==> src/acrc_pkg.sv <==
// Package: register map, fields, codes and timing for the converter control block
package acrc_pkg;
   // Register byte addresses (APB word aligned)
   localparam logic [7:0] ADDR_CTRL_FIRST = 8'h00;
   localparam logic [7:0] ADDR_CTRL_SECOND = 8'h04;
   localparam logic [7:0] ADDR_CTRL_THIRD = 8'h08;
   localparam logic [7:0] ADDR_RESULT_HIGH = 8'h0C;
   localparam logic [7:0] ADDR_RESULT_LOW = 8'h10;
   localparam logic [7:0] ADDR_REF_TEMP = 8'h14;
   localparam logic [7:0] ADDR_FLAGS = 8'h18;
   // converter_control_first fields
   localparam int CF_ENABLE_BIT = 0;
   localparam int CF_GO_BIT = 1;
   localparam int CF_CHAN_LSB = 2;
   localparam int CHAN_W = 5;
   // converter_control_second fields
   localparam int CS_PREF_LSB = 0;
   localparam int PREF_W = 2;
   localparam int CS_NREF_BIT = 2;
   // converter_control_third fields
   localparam int CT_NCHAN_LSB = 0;
   localparam int NCHAN_W = 4;
   localparam logic [3:0] NCHAN_SINGLE_ENDED = 4'hF;
   // reference_temp_control fields
   localparam int RT_FVR_GAIN_LSB = 0;
   localparam int RT_CMP_GAIN_LSB = 2;
   localparam int RT_TS_RANGE_BIT = 4;
   localparam int RT_TS_ENABLE_BIT = 5;
   localparam int RT_FVR_READY_BIT = 6;
   localparam int RT_FVR_ENABLE_BIT = 7;
   // flags register
   localparam int FL_DONE_BIT = 0;
   localparam int FL_WAKE_BIT = 1;
   // Positive channel codes
   localparam logic [4:0] CHAN_TEMP = 5'h1D;
   localparam logic [4:0] CHAN_DAC = 5'h1E;
   localparam logic [4:0] CHAN_FVR = 5'h1F;
   localparam logic [4:0] CHAN_PIN_LAST = 5'h0D;
   localparam logic [4:0] CHAN_PIN_GAP_LO = 5'h05;
   localparam logic [4:0] CHAN_PIN_GAP_HI = 5'h07;
   // Reference codes
   localparam logic [1:0] PREF_SUPPLY = 2'h0;
   localparam logic [1:0] PREF_PIN = 2'h2;
   localparam logic [1:0] PREF_FVR = 2'h3;
   localparam logic NREF_GROUND = 1'b0;
   localparam logic NREF_PIN = 1'b1;
   // Conversion timing
   localparam int RESULT_W = 12;
   localparam int CONV_PERIODS = 15;
   localparam int CLK_MHZ = 25;
   localparam int FVR_SETTLE_US = 30;
   localparam int FVR_SETTLE_CYCLES = FVR_SETTLE_US * CLK_MHZ;
   localparam logic [7:0] RESET_BYTE = 8'h00;
   localparam logic [31:0] RESET_WORD = 32'h0000_0000;
   typedef enum logic [1:0] {ACRC_IDLE, ACRC_SAMPLE, ACRC_BITS, ACRC_DONE} acrc_state_type;
endpackage : acrc_pkg

==> src/acrc_sar.sv <==
// Successive approximation sequencer: one bit per conversion period
module acrc_sar
   import acrc_pkg::*;
#(
   parameter int WIDTH = RESULT_W,
   parameter int DIV = 4
) (
   input wire logic clk,
   input wire logic rstn,
   input wire logic start,
   input wire logic abort,
   input wire logic cmp_high,
   output logic [WIDTH-1:0] trial,
   output logic [WIDTH-1:0] result,
   output logic sample,
   output logic done
);
   localparam int DIV_W = $clog2(DIV + 1);
   localparam int STEP_W = $clog2(CONV_PERIODS + 1);
   acrc_state_type state;
   logic [DIV_W-1:0] div_cnt;
   logic [STEP_W-1:0] step;
   logic [WIDTH-1:0] bitmask;
   wire tick = (div_cnt == DIV_W'(DIV - 1));
   wire last_bit = bitmask[0];
   wire [WIDTH-1:0] next_trial = cmp_high ? trial : (trial & ~bitmask);

   always_ff @(posedge clk) begin
      if (!rstn || abort || start) begin
         div_cnt <= '0;
      end else if (tick) begin
         div_cnt <= '0;
      end else begin
         div_cnt <= div_cnt + DIV_W'(1);
      end
   end

   // Periods: sample phase, 12 bit decisions, then finish (15 in all)
   always_ff @(posedge clk) begin
      done <= 1'b0;
      if (!rstn || abort) begin
         state <= ACRC_IDLE;
         step <= '0;
         bitmask <= '0;
         trial <= '0;
         result <= '0;
         sample <= 1'b0;
      end else begin
         case (state)
            ACRC_IDLE: begin
               if (start) begin
                  state <= ACRC_SAMPLE;
                  step <= '0;
                  sample <= 1'b1;
               end
            end
            ACRC_SAMPLE: begin
               if (tick) begin
                  step <= step + STEP_W'(1);
                  if (step == STEP_W'(CONV_PERIODS - WIDTH - 2)) begin
                     sample <= 1'b0;
                     state <= ACRC_BITS;
                     bitmask <= {1'b1, {(WIDTH-1){1'b0}}};
                     trial <= {1'b1, {(WIDTH-1){1'b0}}};
                  end
               end
            end
            ACRC_BITS: begin
               if (tick) begin
                  step <= step + STEP_W'(1);
                  trial <= next_trial | (bitmask >> 1);
                  bitmask <= bitmask >> 1;
                  if (last_bit) begin
                     result <= next_trial;
                     state <= ACRC_DONE;
                  end
               end
            end
            ACRC_DONE: begin
               if (tick) begin
                  done <= 1'b1;
                  state <= ACRC_IDLE;
               end
            end
            default: state <= ACRC_IDLE;
         endcase
      end
   end
endmodule : acrc_sar

==> src/acrc_top.sv <==
// Converter channel, reference and temperature sensor control with APB registers
// Function
// SAR gives a 12-bit result stored in high and low result bytes.
// Conversion completion raises an interrupt request.
// Completion interrupt can wake the device from sleep.
// Fourteen positive sources: pins 13-8, 4-0, temp sensor, DAC, fixed reference.
// Four-bit negative field selects negative input; any pairing allowed.
// Negative field all ones means single-ended conversion.
// Five-bit positive field in first control register selects sample-hold input.
// Software waits a settling delay after a channel change.
// Positive reference: external pin, supply or fixed-reference buffer.
// Negative reference: external pin or ground.
// Temp sensor powered only while enable bit 5 is set.
// Range bit 4 selects high range when set, low when clear.
// One channel dedicated to the internally routed temp sensor.
// Software waits 200 us after selecting temp sensor before converting.
// Software leaves 200 us between successive temp sensor conversions.
// Software sets pins to analog input before converting them.
// Writing go clears both result bytes and starts a conversion.
// On completion go clears and the done flag sets.
// A full conversion takes 15 conversion periods.
// Clearing go early discards partial result, keeps previous result; result bytes here stay zero, as cleared by the go write.
// Channel and reference codes fixed in one table.
module acrc_top
   import acrc_pkg::*;
#(
   parameter int CONV_DIV = 4
) (
   input wire logic CORE_CLK,
   input wire logic RSTN,
   input wire logic PSEL,
   input wire logic PENABLE,
   input wire logic PWRITE,
   input wire logic [7:0] PADDR,
   input wire logic [31:0] PWDATA,
   output logic [31:0] PRDATA,
   output logic PREADY,
   output logic PSLVERR,
   input wire logic SLEEP_MODE,
   input wire logic CMP_HIGH,
   output logic [RESULT_W-1:0] DAC_TRIAL,
   output logic SAMPLE_HOLD,
   output logic [CHAN_W-1:0] POS_MUX,
   output logic [NCHAN_W-1:0] NEG_MUX,
   output logic SINGLE_ENDED,
   output logic [PREF_W-1:0] POS_REF_MUX,
   output logic NEG_REF_MUX,
   output logic TEMP_SENSOR_POWER,
   output logic TEMP_RANGE_HIGH,
   output logic [1:0] CONV_REF_GAIN,
   output logic [1:0] CMP_REF_GAIN,
   output logic FIXED_REF_ENABLE,
   output logic CONV_IRQ,
   output logic WAKE
);
   // Synchronised pin inputs
   logic cmp_meta;
   logic cmp_sync;
   logic sleep_meta;
   logic sleep_sync;

   // Software-visible state
   logic conv_enable;
   logic go;
   logic [CHAN_W-1:0] positive_channel_select;
   logic [PREF_W-1:0] positive_ref_select;
   logic negative_ref_select;
   logic [NCHAN_W-1:0] negative_channel_select;
   logic [7:0] result_high_byte;
   logic [7:0] result_low_byte;
   logic fixed_reference_enable;
   logic fixed_reference_ready;
   logic temp_sensor_enable;
   logic temp_range_high;
   logic [1:0] comparator_ref_gain;
   logic [1:0] converter_ref_gain;
   logic conversion_done_flag;
   logic wake_flag;
   logic [$clog2(FVR_SETTLE_CYCLES + 1)-1:0] fvr_cnt;

   // SAR core outputs
   logic [RESULT_W-1:0] sar_trial;
   logic [RESULT_W-1:0] sar_result;
   logic sar_sample;
   logic sar_done;

   // Bus decode
   wire access_phase = PSEL && PENABLE;
   wire wr = access_phase && PWRITE;
   wire hit_first = (PADDR == ADDR_CTRL_FIRST);
   wire hit_second = (PADDR == ADDR_CTRL_SECOND);
   wire hit_third = (PADDR == ADDR_CTRL_THIRD);
   wire hit_high = (PADDR == ADDR_RESULT_HIGH);
   wire hit_low = (PADDR == ADDR_RESULT_LOW);
   wire hit_ref = (PADDR == ADDR_REF_TEMP);
   wire hit_flags = (PADDR == ADDR_FLAGS);
   wire hit_any = hit_first || hit_second || hit_third || hit_high || hit_low || hit_ref || hit_flags;
   wire wr_first = wr && hit_first;
   wire wr_flags = wr && hit_flags;

   // Go edge and early clear
   wire go_write_set = wr_first && PWDATA[CF_GO_BIT] && PWDATA[CF_ENABLE_BIT] && conv_enable;
   wire go_write_clr = wr_first && !PWDATA[CF_GO_BIT];
   wire start_conv = go_write_set && !go;
   wire abort_conv = go && (go_write_clr || (wr_first && !PWDATA[CF_ENABLE_BIT]));
   wire conv_complete = sar_done && go && !abort_conv;

   // Result split: top four bits in the high byte, low eight in the low byte
   wire [7:0] next_result_high = {{(16 - RESULT_W){1'b0}}, sar_result[RESULT_W-1:8]};
   wire [7:0] next_result_low = sar_result[7:0];

   // Channel legality table
   wire pos_is_pin = (positive_channel_select <= CHAN_PIN_LAST) &&
      !((positive_channel_select >= CHAN_PIN_GAP_LO) && (positive_channel_select <= CHAN_PIN_GAP_HI));
   wire pos_is_internal = (positive_channel_select == CHAN_TEMP) || (positive_channel_select == CHAN_DAC) ||
      (positive_channel_select == CHAN_FVR);
   wire pos_valid = pos_is_pin || pos_is_internal;

   // Read mux
   wire [7:0] rd_first = {1'b0, positive_channel_select, go, conv_enable};
   wire [7:0] rd_second = {5'h00, negative_ref_select, positive_ref_select};
   wire [7:0] rd_third = {4'h0, negative_channel_select};
   wire [7:0] rd_ref = {fixed_reference_enable, fixed_reference_ready, temp_sensor_enable, temp_range_high,
      comparator_ref_gain, converter_ref_gain};
   wire [7:0] rd_flags = {5'h00, pos_valid, wake_flag, conversion_done_flag};
   wire [7:0] rd_byte = hit_first ? rd_first :
                        hit_second ? rd_second :
                        hit_third ? rd_third :
                        hit_high ? result_high_byte :
                        hit_low ? result_low_byte :
                        hit_ref ? rd_ref :
                        hit_flags ? rd_flags : RESET_BYTE;

   acrc_sar #(
      .WIDTH(RESULT_W),
      .DIV(CONV_DIV)
   ) u_sar (
      .clk(CORE_CLK),
      .rstn(RSTN),
      .start(start_conv),
      .abort(abort_conv),
      .cmp_high(cmp_sync),
      .trial(sar_trial),
      .result(sar_result),
      .sample(sar_sample),
      .done(sar_done)
   );

   always_ff @(posedge CORE_CLK) begin
      cmp_meta <= CMP_HIGH;
      cmp_sync <= cmp_meta;
      sleep_meta <= SLEEP_MODE;
      sleep_sync <= sleep_meta;
   end

   // APB slave: zero wait states, error on unmapped address
   always_ff @(posedge CORE_CLK) begin
      if (!RSTN) begin
         PRDATA <= RESET_WORD;
         PREADY <= 1'b0;
         PSLVERR <= 1'b0;
      end else begin
         PREADY <= PSEL && !PENABLE;
         PSLVERR <= PSEL && !PENABLE && !hit_any;
         PRDATA <= (PSEL && !PENABLE && !PWRITE) ? {24'h000000, rd_byte} : RESET_WORD;
      end
   end

   // Write and access only in the access phase with PREADY high
   wire wr_ok = wr && PREADY;

   always_ff @(posedge CORE_CLK) begin
      if (!RSTN) begin
         conv_enable <= 1'b0;
         positive_channel_select <= '0;
         positive_ref_select <= PREF_SUPPLY;
         negative_ref_select <= NREF_GROUND;
         negative_channel_select <= NCHAN_SINGLE_ENDED;
      end else begin
         if (wr_ok && hit_first) begin
            conv_enable <= PWDATA[CF_ENABLE_BIT];
            positive_channel_select <= PWDATA[CF_CHAN_LSB +: CHAN_W]; // see see
         end
         if (wr_ok && hit_second) begin
            positive_ref_select <= PWDATA[CS_PREF_LSB +: PREF_W];
            negative_ref_select <= PWDATA[CS_NREF_BIT];
         end
         if (wr_ok && hit_third) begin
            negative_channel_select <= PWDATA[CT_NCHAN_LSB +: NCHAN_W];
         end
      end
   end

   // Go flag and result bytes
   always_ff @(posedge CORE_CLK) begin
      if (!RSTN) begin
         go <= 1'b0;
         result_high_byte <= RESET_BYTE;
         result_low_byte <= RESET_BYTE;
      end else if (conv_complete) begin
         go <= 1'b0;
         result_high_byte <= next_result_high;
         result_low_byte <= next_result_low;
      end else if (start_conv && wr_ok) begin
         go <= 1'b1;
         result_high_byte <= RESET_BYTE;
         result_low_byte <= RESET_BYTE;
      end else if (abort_conv && wr_ok) begin
         go <= 1'b0;
      end
   end

   // Reference and temperature sensor control
   always_ff @(posedge CORE_CLK) begin
      if (!RSTN) begin
         fixed_reference_enable <= 1'b0;
         temp_sensor_enable <= 1'b0;
         temp_range_high <= 1'b0;
         comparator_ref_gain <= 2'h0;
         converter_ref_gain <= 2'h0;
      end else if (wr_ok && hit_ref) begin
         fixed_reference_enable <= PWDATA[RT_FVR_ENABLE_BIT];
         temp_sensor_enable <= PWDATA[RT_TS_ENABLE_BIT];
         temp_range_high <= PWDATA[RT_TS_RANGE_BIT];
         comparator_ref_gain <= PWDATA[RT_CMP_GAIN_LSB +: 2];
         converter_ref_gain <= PWDATA[RT_FVR_GAIN_LSB +: 2];
      end
   end

   // Fixed reference ready after settling count
   always_ff @(posedge CORE_CLK) begin
      if (!RSTN || !fixed_reference_enable) begin
         fvr_cnt <= '0;
         fixed_reference_ready <= 1'b0;
      end else if (fvr_cnt == $bits(fvr_cnt)'(FVR_SETTLE_CYCLES)) begin
         fixed_reference_ready <= 1'b1;
      end else begin
         fvr_cnt <= fvr_cnt + $bits(fvr_cnt)'(1);
      end
   end

   // Done flag: set wins over software clear (write one to clear)
   always_ff @(posedge CORE_CLK) begin
      if (!RSTN) begin
         conversion_done_flag <= 1'b0;
         wake_flag <= 1'b0;
      end else begin
         if (conv_complete) begin
            conversion_done_flag <= 1'b1; // see
         end else if (wr_ok && wr_flags && PWDATA[FL_DONE_BIT]) begin
            conversion_done_flag <= 1'b0;
         end
         if (conv_complete && sleep_sync) begin
            wake_flag <= 1'b1;
         end else if (wr_ok && wr_flags && PWDATA[FL_WAKE_BIT]) begin
            wake_flag <= 1'b0;
         end
      end
   end

   // Analog side outputs, all registered
   always_ff @(posedge CORE_CLK) begin
      if (!RSTN) begin
         DAC_TRIAL <= '0;
         SAMPLE_HOLD <= 1'b0;
         POS_MUX <= '0;
         NEG_MUX <= NCHAN_SINGLE_ENDED;
         SINGLE_ENDED <= 1'b1;
         POS_REF_MUX <= PREF_SUPPLY;
         NEG_REF_MUX <= NREF_GROUND;
         TEMP_SENSOR_POWER <= 1'b0;
         TEMP_RANGE_HIGH <= 1'b0;
         CONV_REF_GAIN <= 2'h0;
         CMP_REF_GAIN <= 2'h0;
         FIXED_REF_ENABLE <= 1'b0;
         CONV_IRQ <= 1'b0;
         WAKE <= 1'b0;
      end else begin
         DAC_TRIAL <= sar_trial;
         SAMPLE_HOLD <= sar_sample && conv_enable;
         POS_MUX <= positive_channel_select;
         NEG_MUX <= negative_channel_select;
         SINGLE_ENDED <= (negative_channel_select == NCHAN_SINGLE_ENDED);
         POS_REF_MUX <= positive_ref_select;
         NEG_REF_MUX <= negative_ref_select;
         TEMP_SENSOR_POWER <= temp_sensor_enable;
         TEMP_RANGE_HIGH <= temp_range_high;
         CONV_REF_GAIN <= converter_ref_gain;
         CMP_REF_GAIN <= comparator_ref_gain;
         FIXED_REF_ENABLE <= fixed_reference_enable;
         CONV_IRQ <= conversion_done_flag;
         WAKE <= wake_flag;
      end
   end
endmodule : acrc_top

==> config.mk <==
export PLATFORM = sky130hd
export DESIGN_NAME = acrc_top
export DESIGN_NICKNAME = d
export VERILOG_FILES = /design/src/acrc_pkg.sv /design/src/acrc_sar.sv /design/src/acrc_top.sv
export SDC_FILE = /design/constraint.sdc
export NUM_CORES = 1
export LEC_CHECK = 0
export CORE_MARGIN = 5
export CORE_UTILIZATION = 32
export DETAILED_ROUTE_END_ITERATION = 16
export DONT_BUFFER_PORTS = 1
export GPL_ROUTABILITY_DRIVEN = 0
export PLACE_DENSITY = 0.48
export SLEW_MARGIN = 40
export SYNTH_ARGS = -nofsm -noshare
export SYNTH_HDL_FRONTEND = slang
export SYNTH_SLANG_ARGS = --single-unit
==> constraint.sdc <==
create_clock -name CORE_CLK -period 2.1 [get_ports CORE_CLK]
set_input_delay 0.42 -clock CORE_CLK [delete_from_list [all_inputs] [get_ports CORE_CLK]]
set_output_delay 0.42 -clock CORE_CLK [all_outputs]
set_load 0.1 [all_outputs]
==> results_dict.tcl, run 1 <==
set metrics [dict create \
    status "finished, final reports clean" \
    initial_utilization_pct 32.7 \
    finalCoreUtilization_pct 38.9 \
    regArea_mm2 0.00284 \
    worstSetupEndpointType "register" \
    pin_count 116 \
    synth_area_leader_cell "dfxtp_1" \
    lkg_pwr_nw 2.59 \
    syn_std_cell_area_mm2 0.00567 \
    drt_first_pass_iters 4 \
    grt_max_degree 45 \
    fill_cells 1745 \
    worst-r2r-cell-count 7 \
    critical_path_class "register to register" \
    timing.max_slew.rel_slack_pct 65.0 \
    ys.warnings.count 0 \
    drv_slew 0 \
    timing.critical_path.required_ns 2.39 \
    synth_top_cells_by_area "dfxtp_1 50%, mux2i_1 5.1%, nand2_1 4.6%" \
    first_global_vias 4063 \
    internal-power_mw 4.42 \
    period_share_pct 94.3 \
    antenna_cells_inserted 0 \
    top_flip_flop_cell_by_instance_count_after_synthesis "dfxtp_1" \
    vias 4204 \
    layout-drive-gt1-share_pct 18.8 \
    post_synth.cell_area_avg_um2 9.53 \
    multi_input_area_mm2 0.00257 \
    p_sw_mw 1.40 \
    synthArstFlopShare_pct 0 \
    hold_path_end "sleep_meta$_DFF_P_" \
    setup.worst_path.start_class "register" \
    die-width_um 143 \
    min_path_cells 0 \
    design.final.nets 702 \
    route.detailed.vias_per_inst 4.77 \
    detail_route.drc_violations 0 \
    holdCritPathClass "input port to register" \
    worst_r2r_start "u_sar.div_cnt[0]$_SDFF_PP0_" \
    critical_path.slowest_cell "a222oi_1" \
    post_route_wl_mm 12.8 \
    cp_data_arrival_time_ns 2.26 \
    timing.critical_path.fanout_max 5 \
    synth_cell_types 63 \
    timing.critical_path.cells "ha_2 > ha_4 > nand4bb_1 > a222oi_1 > o211ai_1 > nor3_1 > a211oi_1" \
    maximum_capacitance_violations 0 \
    ant_nets 0 \
    register_bit_count_reported_by_yosys 142 \
    global_route.overflow_total 0 \
    clkPwrFrac_pct 48.1 \
    numCtsBuffers 17 \
    number_of_synthesized_flops_with_an_enable_pin 0 \
    setup_violations 0 \
    post_synth_most_frequent_cells "142 x dfxtp_1, 70 x nand2_1, 44 x nor2_1" \
    power_density_mw_per_mm2 861 \
    floorplan.die_area_mm2 0.0205 \
    post_drt_wl_per_cell_um 14.6 \
    clock_tree_from_tritoncts "yes" \
    seq_power_share_pct 46.6 \
    timing.setup.tns_ns 0 \
    yosysTopAreaCellShare_pct 50.2 \
    worst_setup_hold_path_clk_slew_ns 0.06 \
    power.total_mw 5.82 \
    peak_per_stage_delay_on_the_critical_path_ns 0.42 \
    seq_total_area_yosys_pct 50.2 \
    root_buffer "clkbuf_16" \
    vdd_ir_drop_max_v 0.000591 \
    cts_htree_levels 4 \
    first_iter_violations 251 \
    worstSkewPairLatency_ns 0.42 \
    min-delay-start "SLEEP_MODE" \
    synth_cells 595 \
    number_of_antenna_violations_at_the_first_check_in_global_routing 0 \
    post-synth-top-count-cell "dfxtp_1" \
    fin_crit_ns 1.98 \
    max-clock-path-buffers 2 \
    r2r_end "u_sar.state[0]$_SDFFE_PP0P_" \
    p_sw_share_pct 24.1 \
    finalClockSkew_ns 0.00974 \
    rsz_0062_raised_after_global_routing "false" \
    comb_power_share_pct 5.3 \
    first_pass_grt_wire_length_mm 20.9 \
    chipHeight_um 143 \
    timing_hold_violations_final 0 \
    maximum_clock_frequency_mhz 505 \
    grt.total_usage_pct 12.9 \
    io_buffer_count 0 \
    relative_area_change_from_synthesis_to_final_layout_pct 19.3 \
    cts.sink_count 142 \
    tightestPinTransition_ns 0.524 \
    dp_hpwl_mm 9.15 \
    core_area_mm2 0.0174 \
    timing.reg2reg.setup_slack_ns 0.12 \
    cell_rows 48 \
]
-- through the flow --
stage               cells  setup WS [ns]  cell area (um2)  hold slack (ns)
floorplan             618          0.221             5760            0.310
global placement      845          0.141             6150            0.312
detailed placement    845         0.0506             6150            0.312
CTS                   877         0.0239             6710          0.00532
global route          881        0.00143             6760          0.00703
finish                881          0.121             6760           0.0311
-- power groups by stage --
stage	combinational (mW)	sequential (mW)	clock, mW
after floorplan	0.321	2.78	0
after detailed placement	0.295	2.77	0
final	0.307	2.71	2.80
after CTS	0.296	2.71	2.86
after global placement	0.295	2.77	0
after global routing	0.320	2.71	3.00
-- kinds of logic after synthesis --
group / count (synthesis) / synth area share, %
flip-flops: 142 / 50.2
other: 1 / 0.0662
XOR/XNOR: 5 / 0.773
buffers and inverters: 67 / 6.40
AND/OR/NAND/NOR: 236 / 22.1
multiplexers: 33 / 6.31
adder cells (fa/ha/maj): 12 / 2.65
AO/OA/AOI/OAI: 99 / 11.6
-- sequential cells by signal, indices dropped and copies added, names as in the netlist, 3 cells and up --
name                     count
DAC_TRIAL                   12
NEG_MUX                      4
POS_MUX                      5
PRDATA                       8
fvr_cnt                     10
negative_channel_select      4
positive_channel_select      5
result_high_byte             4
result_low_byte              8
u_sar.bitmask               12
u_sar.div_cnt                3
u_sar.result                12
u_sar.step                   4
u_sar.trial                 12
-- critical path, delay by kind of cell, from the launching register on --
| family | cells | cell delay, ns |
|---|---|---|
| adder cells (fa/ha/maj) | 2 | 0.37 |
| flip-flops | 1 | 0.33 |
| AND/OR/NAND/NOR | 2 | 0.41 |
| AO/OA/AOI/OAI | 3 | 0.74 |
-- metal layers --
| metal | vias to the layer above | global-route usage [%] | routed length (um) |
|---|---|---|---|
| met4 | 0 | 4.65 | 197 |
| met3 | 12 | 4.15 | 888 |
| met5 | - | 0 | 0 |
| met2 | 109 | 20.9 | 5930 |
| met1 | 1947 | 16.2 | 5830 |
| li1 | 2136 | - | - |
-- worst max-delay path by stage --
stage	start	end	slack (ns)	cells after the start
final	u_sar.div_cnt[0]$_SDFF_PP0_	u_sar.state[0]$_SDFFE_PP0P_	0.12	7
after global routing	u_sar.step[0]$_SDFFE_PP0P_	u_sar.trial[9]$_SDFFE_PP0P_	0.001	6
after CTS	u_sar.div_cnt[0]$_SDFF_PP0_	u_sar.state[0]$_SDFFE_PP0P_	0.02	7
after detailed placement	u_sar.div_cnt[0]$_SDFF_PP0_	u_sar.state[0]$_SDFFE_PP0P_	0.05	7
after floorplan	PADDR[1]	result_high_byte[0]$_SDFFE_PN0P_	0.22	6
after global placement	u_sar.div_cnt[0]$_SDFF_PP0_	u_sar.state[0]$_SDFFE_PP0P_	0.14	7
-- placed cells by master, fill, tap and decap left out, drive strengths merged, types with 2 or more instances in the layout --
cell type / n
nor3: 8
clkinv: 7
mux2i: 29
and2: 28
and3b: 2
ha: 12
conb: 24
nor4b: 2
mux2: 2
dfxtp: 142
or3b: 2
inv: 15
o21ai: 8
and3: 7
mux4: 2
a211oi: 5
nand2b: 17
nor2: 44
nor4: 2
clkinvlp: 4
a21oi: 38
a31oi: 18
xor2: 4
o211ai: 2
nand4b: 4
nand3: 31
nand3b: 2
or3: 4
o31ai: 2
nand4: 6
buf: 58
o221a: 2
clkbuf: 19
a22o: 13
nand2: 70
-- area by class of cell --
class | instances | area share (%)
Clock inverter | 13 | 1.70
Sequential cell | 142 | 42.1
Inverter | 14 | 0.777
Multi-Input combinational cell | 409 | 38.0
Timing Repair Buffer | 59 | 6.77
Clock buffer | 19 | 6.55
Tap cell | 225 | 4.16
-- timing repair --
item | CTS | global route
hold buffers | 0 | 1
buffers inserted | 0 | 3
endpoints found under the hold margin | 0 | 1
gates resized for setup | 0 | 3
endpoints found under the setup margin | 0 | 2
No activity file was read; power rests on OpenSTA's default activity.
==> inputs of run 2 (changes only) <==
==> constraint.sdc (replaced) <==
create_clock -name CORE_CLK -period 2.1 [get_ports CORE_CLK]
set_input_delay 0.42 -clock CORE_CLK [delete_from_list [all_inputs] [get_ports CORE_CLK]]
set_output_delay 0.42 -clock CORE_CLK [all_outputs]
set_load 0.05 [all_outputs]
==> run 2 against run 1 <==
First-iteration DRC count down 5.2%. Routed wire length decreased by 0.27%. Sequential share of layout area is 2.1 points higher. Die area is the same. Flip-flop and latch count stayed put. Final cell count down 5.7%. Largest power group unchanged.
==> results_dict.tcl, run 2 (synthesized netlist as in run 1, its figures left out) <==
set metrics [dict create \
    hold_path_end "sleep_meta$_DFF_P_" \
    lkg_pwr_nw 2.37 \
    cell_rows 48 \
    finalClockSkew_ns 0.00748 \
    clock_tree_from_tritoncts "yes" \
    number_of_antenna_violations_at_the_first_check_in_global_routing 0 \
    min-delay-start "SLEEP_MODE" \
    grt.total_usage_pct 13.1 \
    fill_cells 1730 \
    drt_first_pass_iters 5 \
    stdcell_area_mm2 0.00644 \
    floorplan.die_area_mm2 0.0205 \
    period_share_pct 91.3 \
    cp_data_arrival_time_ns 2.21 \
    first_global_vias 3984 \
    design.final.nets 653 \
    timing.setup.tns_ns 0 \
    area_of_placed_instances_mm2 0.00583 \
    drv_slew 0 \
    critical_path_class "register to register" \
    detail_route.drc_violations 0 \
    status "finished, final reports clean" \
    io_buffer_count 0 \
    maximum_capacitance_violations 0 \
    worstSkewPairLatency_ns 0.42 \
    first_iter_violations 238 \
    global_route.overflow_total 0 \
    initial_utilization_pct 32.7 \
    grt_max_degree 45 \
    cts_htree_levels 4 \
    setup_violations 0 \
    chipHeight_um 143 \
    root_buffer "clkbuf_16" \
    timing_hold_violations_final 0 \
    timing.max_slew.rel_slack_pct 63.9 \
    worst_setup_hold_path_clk_slew_ns 0.06 \
    timing.critical_path.required_ns 2.39 \
    tightestPinTransition_ns 0.541 \
    route.detailed.vias_per_inst 4.88 \
    setup.worst_path.start_class "register" \
    first_pass_grt_wire_length_mm 21.1 \
    max-clock-path-buffers 2 \
    placedCellCount 800 \
    hold-worst-slack_ns 0.0270 \
    ctsHoldBuffers 0 \
    worstSetupEndpointType "register" \
    min_path_cells 0 \
    post_drt_wl_per_cell_um 15.4 \
    timing.critical_path.fanout_max 9 \
    rsz_0062_raised_after_global_routing "true" \
    relative_area_change_from_synthesis_to_final_layout_pct 13.7 \
    vdd_ir_drop_max_v 0.000556 \
    layout_common_cells "142 x dfxtp_1, 70 x nand2_1, 43 x nor2_1, 38 x a21oi_1, 31 x nand3_1" \
    cts.sink_count 142 \
    power_density_mw_per_mm2 939 \
    regArea_mm2 0.00284 \
    post_route_wl_mm 12.8 \
    pin_count 116 \
    multi_input_area_mm2 0.00255 \
    holdCritPathClass "input port to register" \
    ant_nets 0 \
    r2r_end "u_sar.state[0]$_SDFFE_PP0P_" \
    timing.reg2reg.setup_slack_ns 0.18 \
    core_area_mm2 0.0174 \
    worst_r2r_start "u_sar.div_cnt[0]$_SDFF_PP0_" \
    die-width_um 143 \
    vias 4052 \
    post_layout_nonfiller_instances 831 \
    layout-drive-gt1-share_pct 11.7 \
    final_common_cell "dfxtp_1" \
    fin_crit_ns 1.92 \
    worst-r2r-cell-count 7 \
    numCtsBuffers 17 \
    maximum_clock_frequency_mhz 522 \
    dp_hpwl_mm 9.06 \
    antenna_cells_inserted 0 \
]
run 2: worst max-delay path by stage:
stage,from,end,slack [ns],cells past startpoint
finish,u_sar.div_cnt[0]$_SDFF_PP0_,u_sar.state[0]$_SDFFE_PP0P_,0.18,7
global route,u_sar.div_cnt[0]$_SDFF_PP0_,u_sar.state[0]$_SDFFE_PP0P_,-0.003,6
CTS,u_sar.div_cnt[0]$_SDFF_PP0_,u_sar.state[0]$_SDFFE_PP0P_,0.05,7
detailed placement,u_sar.div_cnt[0]$_SDFF_PP0_,u_sar.state[0]$_SDFFE_PP0P_,0.05,7
global placement,u_sar.div_cnt[0]$_SDFF_PP0_,u_sar.state[0]$_SDFFE_PP0P_,0.13,7
floorplan,PADDR[1],result_high_byte[0]$_SDFFE_PN0P_,0.22,6
run 2: stage by stage:
stage | util (%) | total power [mW] | worst slack (ns)
floorplan | - | 3.00 | 0.221
global placement | 33.6 | 2.97 | 0.135
detailed placement | 33.6 | 2.97 | 0.0547
CTS | 37.1 | 6.11 | 0.0464
global route | 37.1 | 6.27 | -0.00338
finish | 37.1 | 6.05 | 0.183
run 2: final cells by class:
class | instances | area share [%]
multi-input cells | 409 | 39.6
inverters | 14 | 0.816
flip-flops and latches | 142 | 44.1
well taps | 225 | 4.37
clock buffers | 20 | 6.93
clock inverters | 11 | 2.56
repair buffers | 10 | 1.55
run 2: report_power, final:
group          switching, mW  internal (mW)
Clock                   1.13           2.01
Combinational          0.149         0.0457
Sequential            0.0104           2.71
run 2: worst max-delay path: stages (launching register included):
cell	delay, ns
dfxtp_1	0.33
ha_1	0.15
ha_2	0.29
nand4bb_1	0.18
a222oi_1	0.36
o211ai_1	0.22
nor3_1	0.18
a211oi_1	0.07
run 2: layer usage:
layer / global-route usage [%] / vias to the layer above / share of wire, %
li1: - / 2031 / -
met1: 16.7 / 1899 / 46
met2: 20.6 / 106 / 47
met3: 4.12 / 16 / 5.8
met4: 5.30 / 0 / 1.6
met5: 0 / - / 0
run 2: what timing repair did:
action	CTS	global route
setup endpoints to repair	0	2
setup buffers	0	0
resized for setup	0	1
hold endpoints to repair	0	0
==> inputs of run 3 (changes only) <==
==> constraint.sdc (replaced) <==
create_clock -name CORE_CLK -period 2.1 [get_ports CORE_CLK]
set_input_delay 0.105 -clock CORE_CLK [delete_from_list [all_inputs] [get_ports CORE_CLK]]
set_output_delay 0.105 -clock CORE_CLK [all_outputs]
set_load 0.05 [all_outputs]
==> run 3 against run 2 <==
Clock power rose by 3%. Maximum frequency fell by 0.11%. Global-route usage rose by 0.44 points. Count of clock-buffer cells in the layout did not move. First-iteration DRC count fell by 2.1%. Final cell count rose by 3.1%. Register-to-register slack barely moved. Highest routed layer unchanged.
==> results_dict.tcl, run 3 (synthesized netlist as in run 1, its figures left out) <==
set metrics [dict create \
    status "finished, final reports clean" \
    cell_rows 48 \
    hold-worst-slack_ns 0.0257 \
    power.total_mw 6.20 \
    number_of_antenna_violations_at_the_first_check_in_global_routing 0 \
    relative_area_change_from_synthesis_to_final_layout_pct 18.7 \
    timing.critical_path.fanout_max 22 \
    max-clock-path-buffers 2 \
    top_usage_layer "met2" \
    core_area_mm2 0.0174 \
    placement.setup.worst_slack_ns 0.169 \
    cts.sink_count 142 \
    cp_data_arrival_time_ns 2.26 \
    maximum_capacitance_violations 0 \
    postCtsSetupBuffers 0 \
    gr-usage-met2_pct 22.0 \
    floorplan.die_area_mm2 0.0205 \
    grt_max_degree 42 \
    regArea_mm2 0.00284 \
    post_drt_wl_per_cell_um 15.7 \
    power_density_mw_per_mm2 922 \
    global_route.overflow_total 0 \
    io_buffer_count 0 \
    antenna_cells_inserted 0 \
    worstPathBufferInverterCount 1 \
    worstSetupStartpoint "u_sar.step[0]$_SDFFE_PP0P_" \
    grtUsageMet1_pct 16.9 \
    timing.max_slew.rel_slack_pct 52.6 \
    finalClockSkew_ns 0.00772 \
    worst_setup_hold_path_clk_slew_ns 0.06 \
    path_delay_family "simple AND/OR/NAND/NOR gates" \
    multi_input_area_mm2 0.00256 \
    vias 4113 \
    area_of_placed_instances_mm2 0.00581 \
    timing.setup.tns_ns 0 \
    drt_first_pass_iters 7 \
    vdd_ir_drop_max_v 0.000641 \
    worstSkewPairLatency_ns 0.42 \
    dp_hpwl_mm 9.07 \
    cts_htree_levels 4 \
    chipHeight_um 143 \
    timing.critical_path.cells "ha_1 > or3b_2 > a21oi_1 > buf_4 > nand3_1 > a31oi_1" \
    min-delay-start "PWRITE" \
    first_global_vias 4046 \
    fin_crit_ns 1.92 \
    critical_path_class "register to register" \
    design.final.nets 678 \
    root_buffer "clkbuf_16" \
    first_pass_grt_wire_length_mm 21.6 \
    period_share_pct 91.4 \
    stdcell_area_mm2 0.00673 \
    detail_route.drc_violations 0 \
    die-width_um 143 \
    final_common_cell "dfxtp_1" \
    ant_nets 0 \
    route.detailed.vias_per_inst 4.80 \
    timing.critical_path.required_ns 2.44 \
    grt_util_met3_pct 4.19 \
    grt.total_usage_pct 13.5 \
    tightestPinTransition_ns 0.708 \
    lkg_pwr_nw 2.46 \
    drv_slew 0 \
    setup.worst_path.start_class "register" \
    post_route_wl_mm 13.5 \
    setup_slack_ns 0.181 \
    worst_r2r_start "u_sar.step[0]$_SDFFE_PP0P_" \
    maximum_clock_frequency_mhz 521 \
    worstSetupEndpointType "register" \
    numCtsBuffers 17 \
    first_iter_violations 233 \
    fill_cells 1740 \
    layout-drive-gt1-share_pct 11.7 \
    peak_per_stage_delay_on_the_critical_path_ns 0.45 \
    rsz_0062_raised_after_global_routing "false" \
    timing_hold_violations_final 0 \
    critical_path.slowest_cell "or3b_2" \
    setup_violations 0 \
    pin_count 116 \
    layout_common_cells "142 x dfxtp_1, 69 x nand2_1, 43 x nor2_1, 38 x a21oi_1, 31 x nand3_1" \
    initial_utilization_pct 32.7 \
    holdCritPathClass "input port to register" \
    clock_tree_from_tritoncts "yes" \
]
-- run 3: final timing paths --
kind	to	slack [ns]	cells past startpoint
max	u_sar.trial[3]$_SDFFE_PP0P_	0.18	6
min	PRDATA[5]$_SDFF_PN0_	0.03	3
max reg2reg	u_sar.trial[3]$_SDFFE_PP0P_	0.18	6
min reg2reg	cmp_sync$_DFF_P_	0.33	0
-- run 3: timing repair --
action / in CTS / in global routing
hold endpoints to repair: 72 / 0
setup endpoints to repair: 0 / 5
resized for setup: 0 / 3
hold buffers: 26 / 0
-- run 3: tightest hold or removal path, delay by kind of cell --
family	cells	cell delay, ns
and+or+nand+nor	3	0.29
-- run 3: final cells by class --
type                       count  area share [%]
clock buffer                  20            6.79
clock inverter                12            2.75
inverter                      14           0.781
multi-input combinational    409            38.0
sequential                   142            42.3
tap                          225            4.18
timing repair buffer          35            5.21
-- run 3: per-layer routing --
layer | share of wire [%] | up-vias | wire, um
met5 | 0 | - | 0
met1 | 45 | 1918 | 6050
met3 | 6.0 | 13 | 810
li1 | - | 2079 | -
met2 | 48 | 103 | 6440
met4 | 1.2 | 0 | 168
-- run 3: report_power, final --
group | leakage (nW) | internal, mW | switching (mW)
sequential | 1.15 | 2.71 | 0.0102
clock | 0.299 | 2.06 | 1.17
combinational | 1.02 | 0.0711 | 0.183
-- run 3: per-stage QoR --
step	util, %	instances
after floorplan	-	618
after global placement	33.4	799
after detailed placement	33.4	799
after CTS	38.7	857
after global routing	38.8	857
final	38.8	857
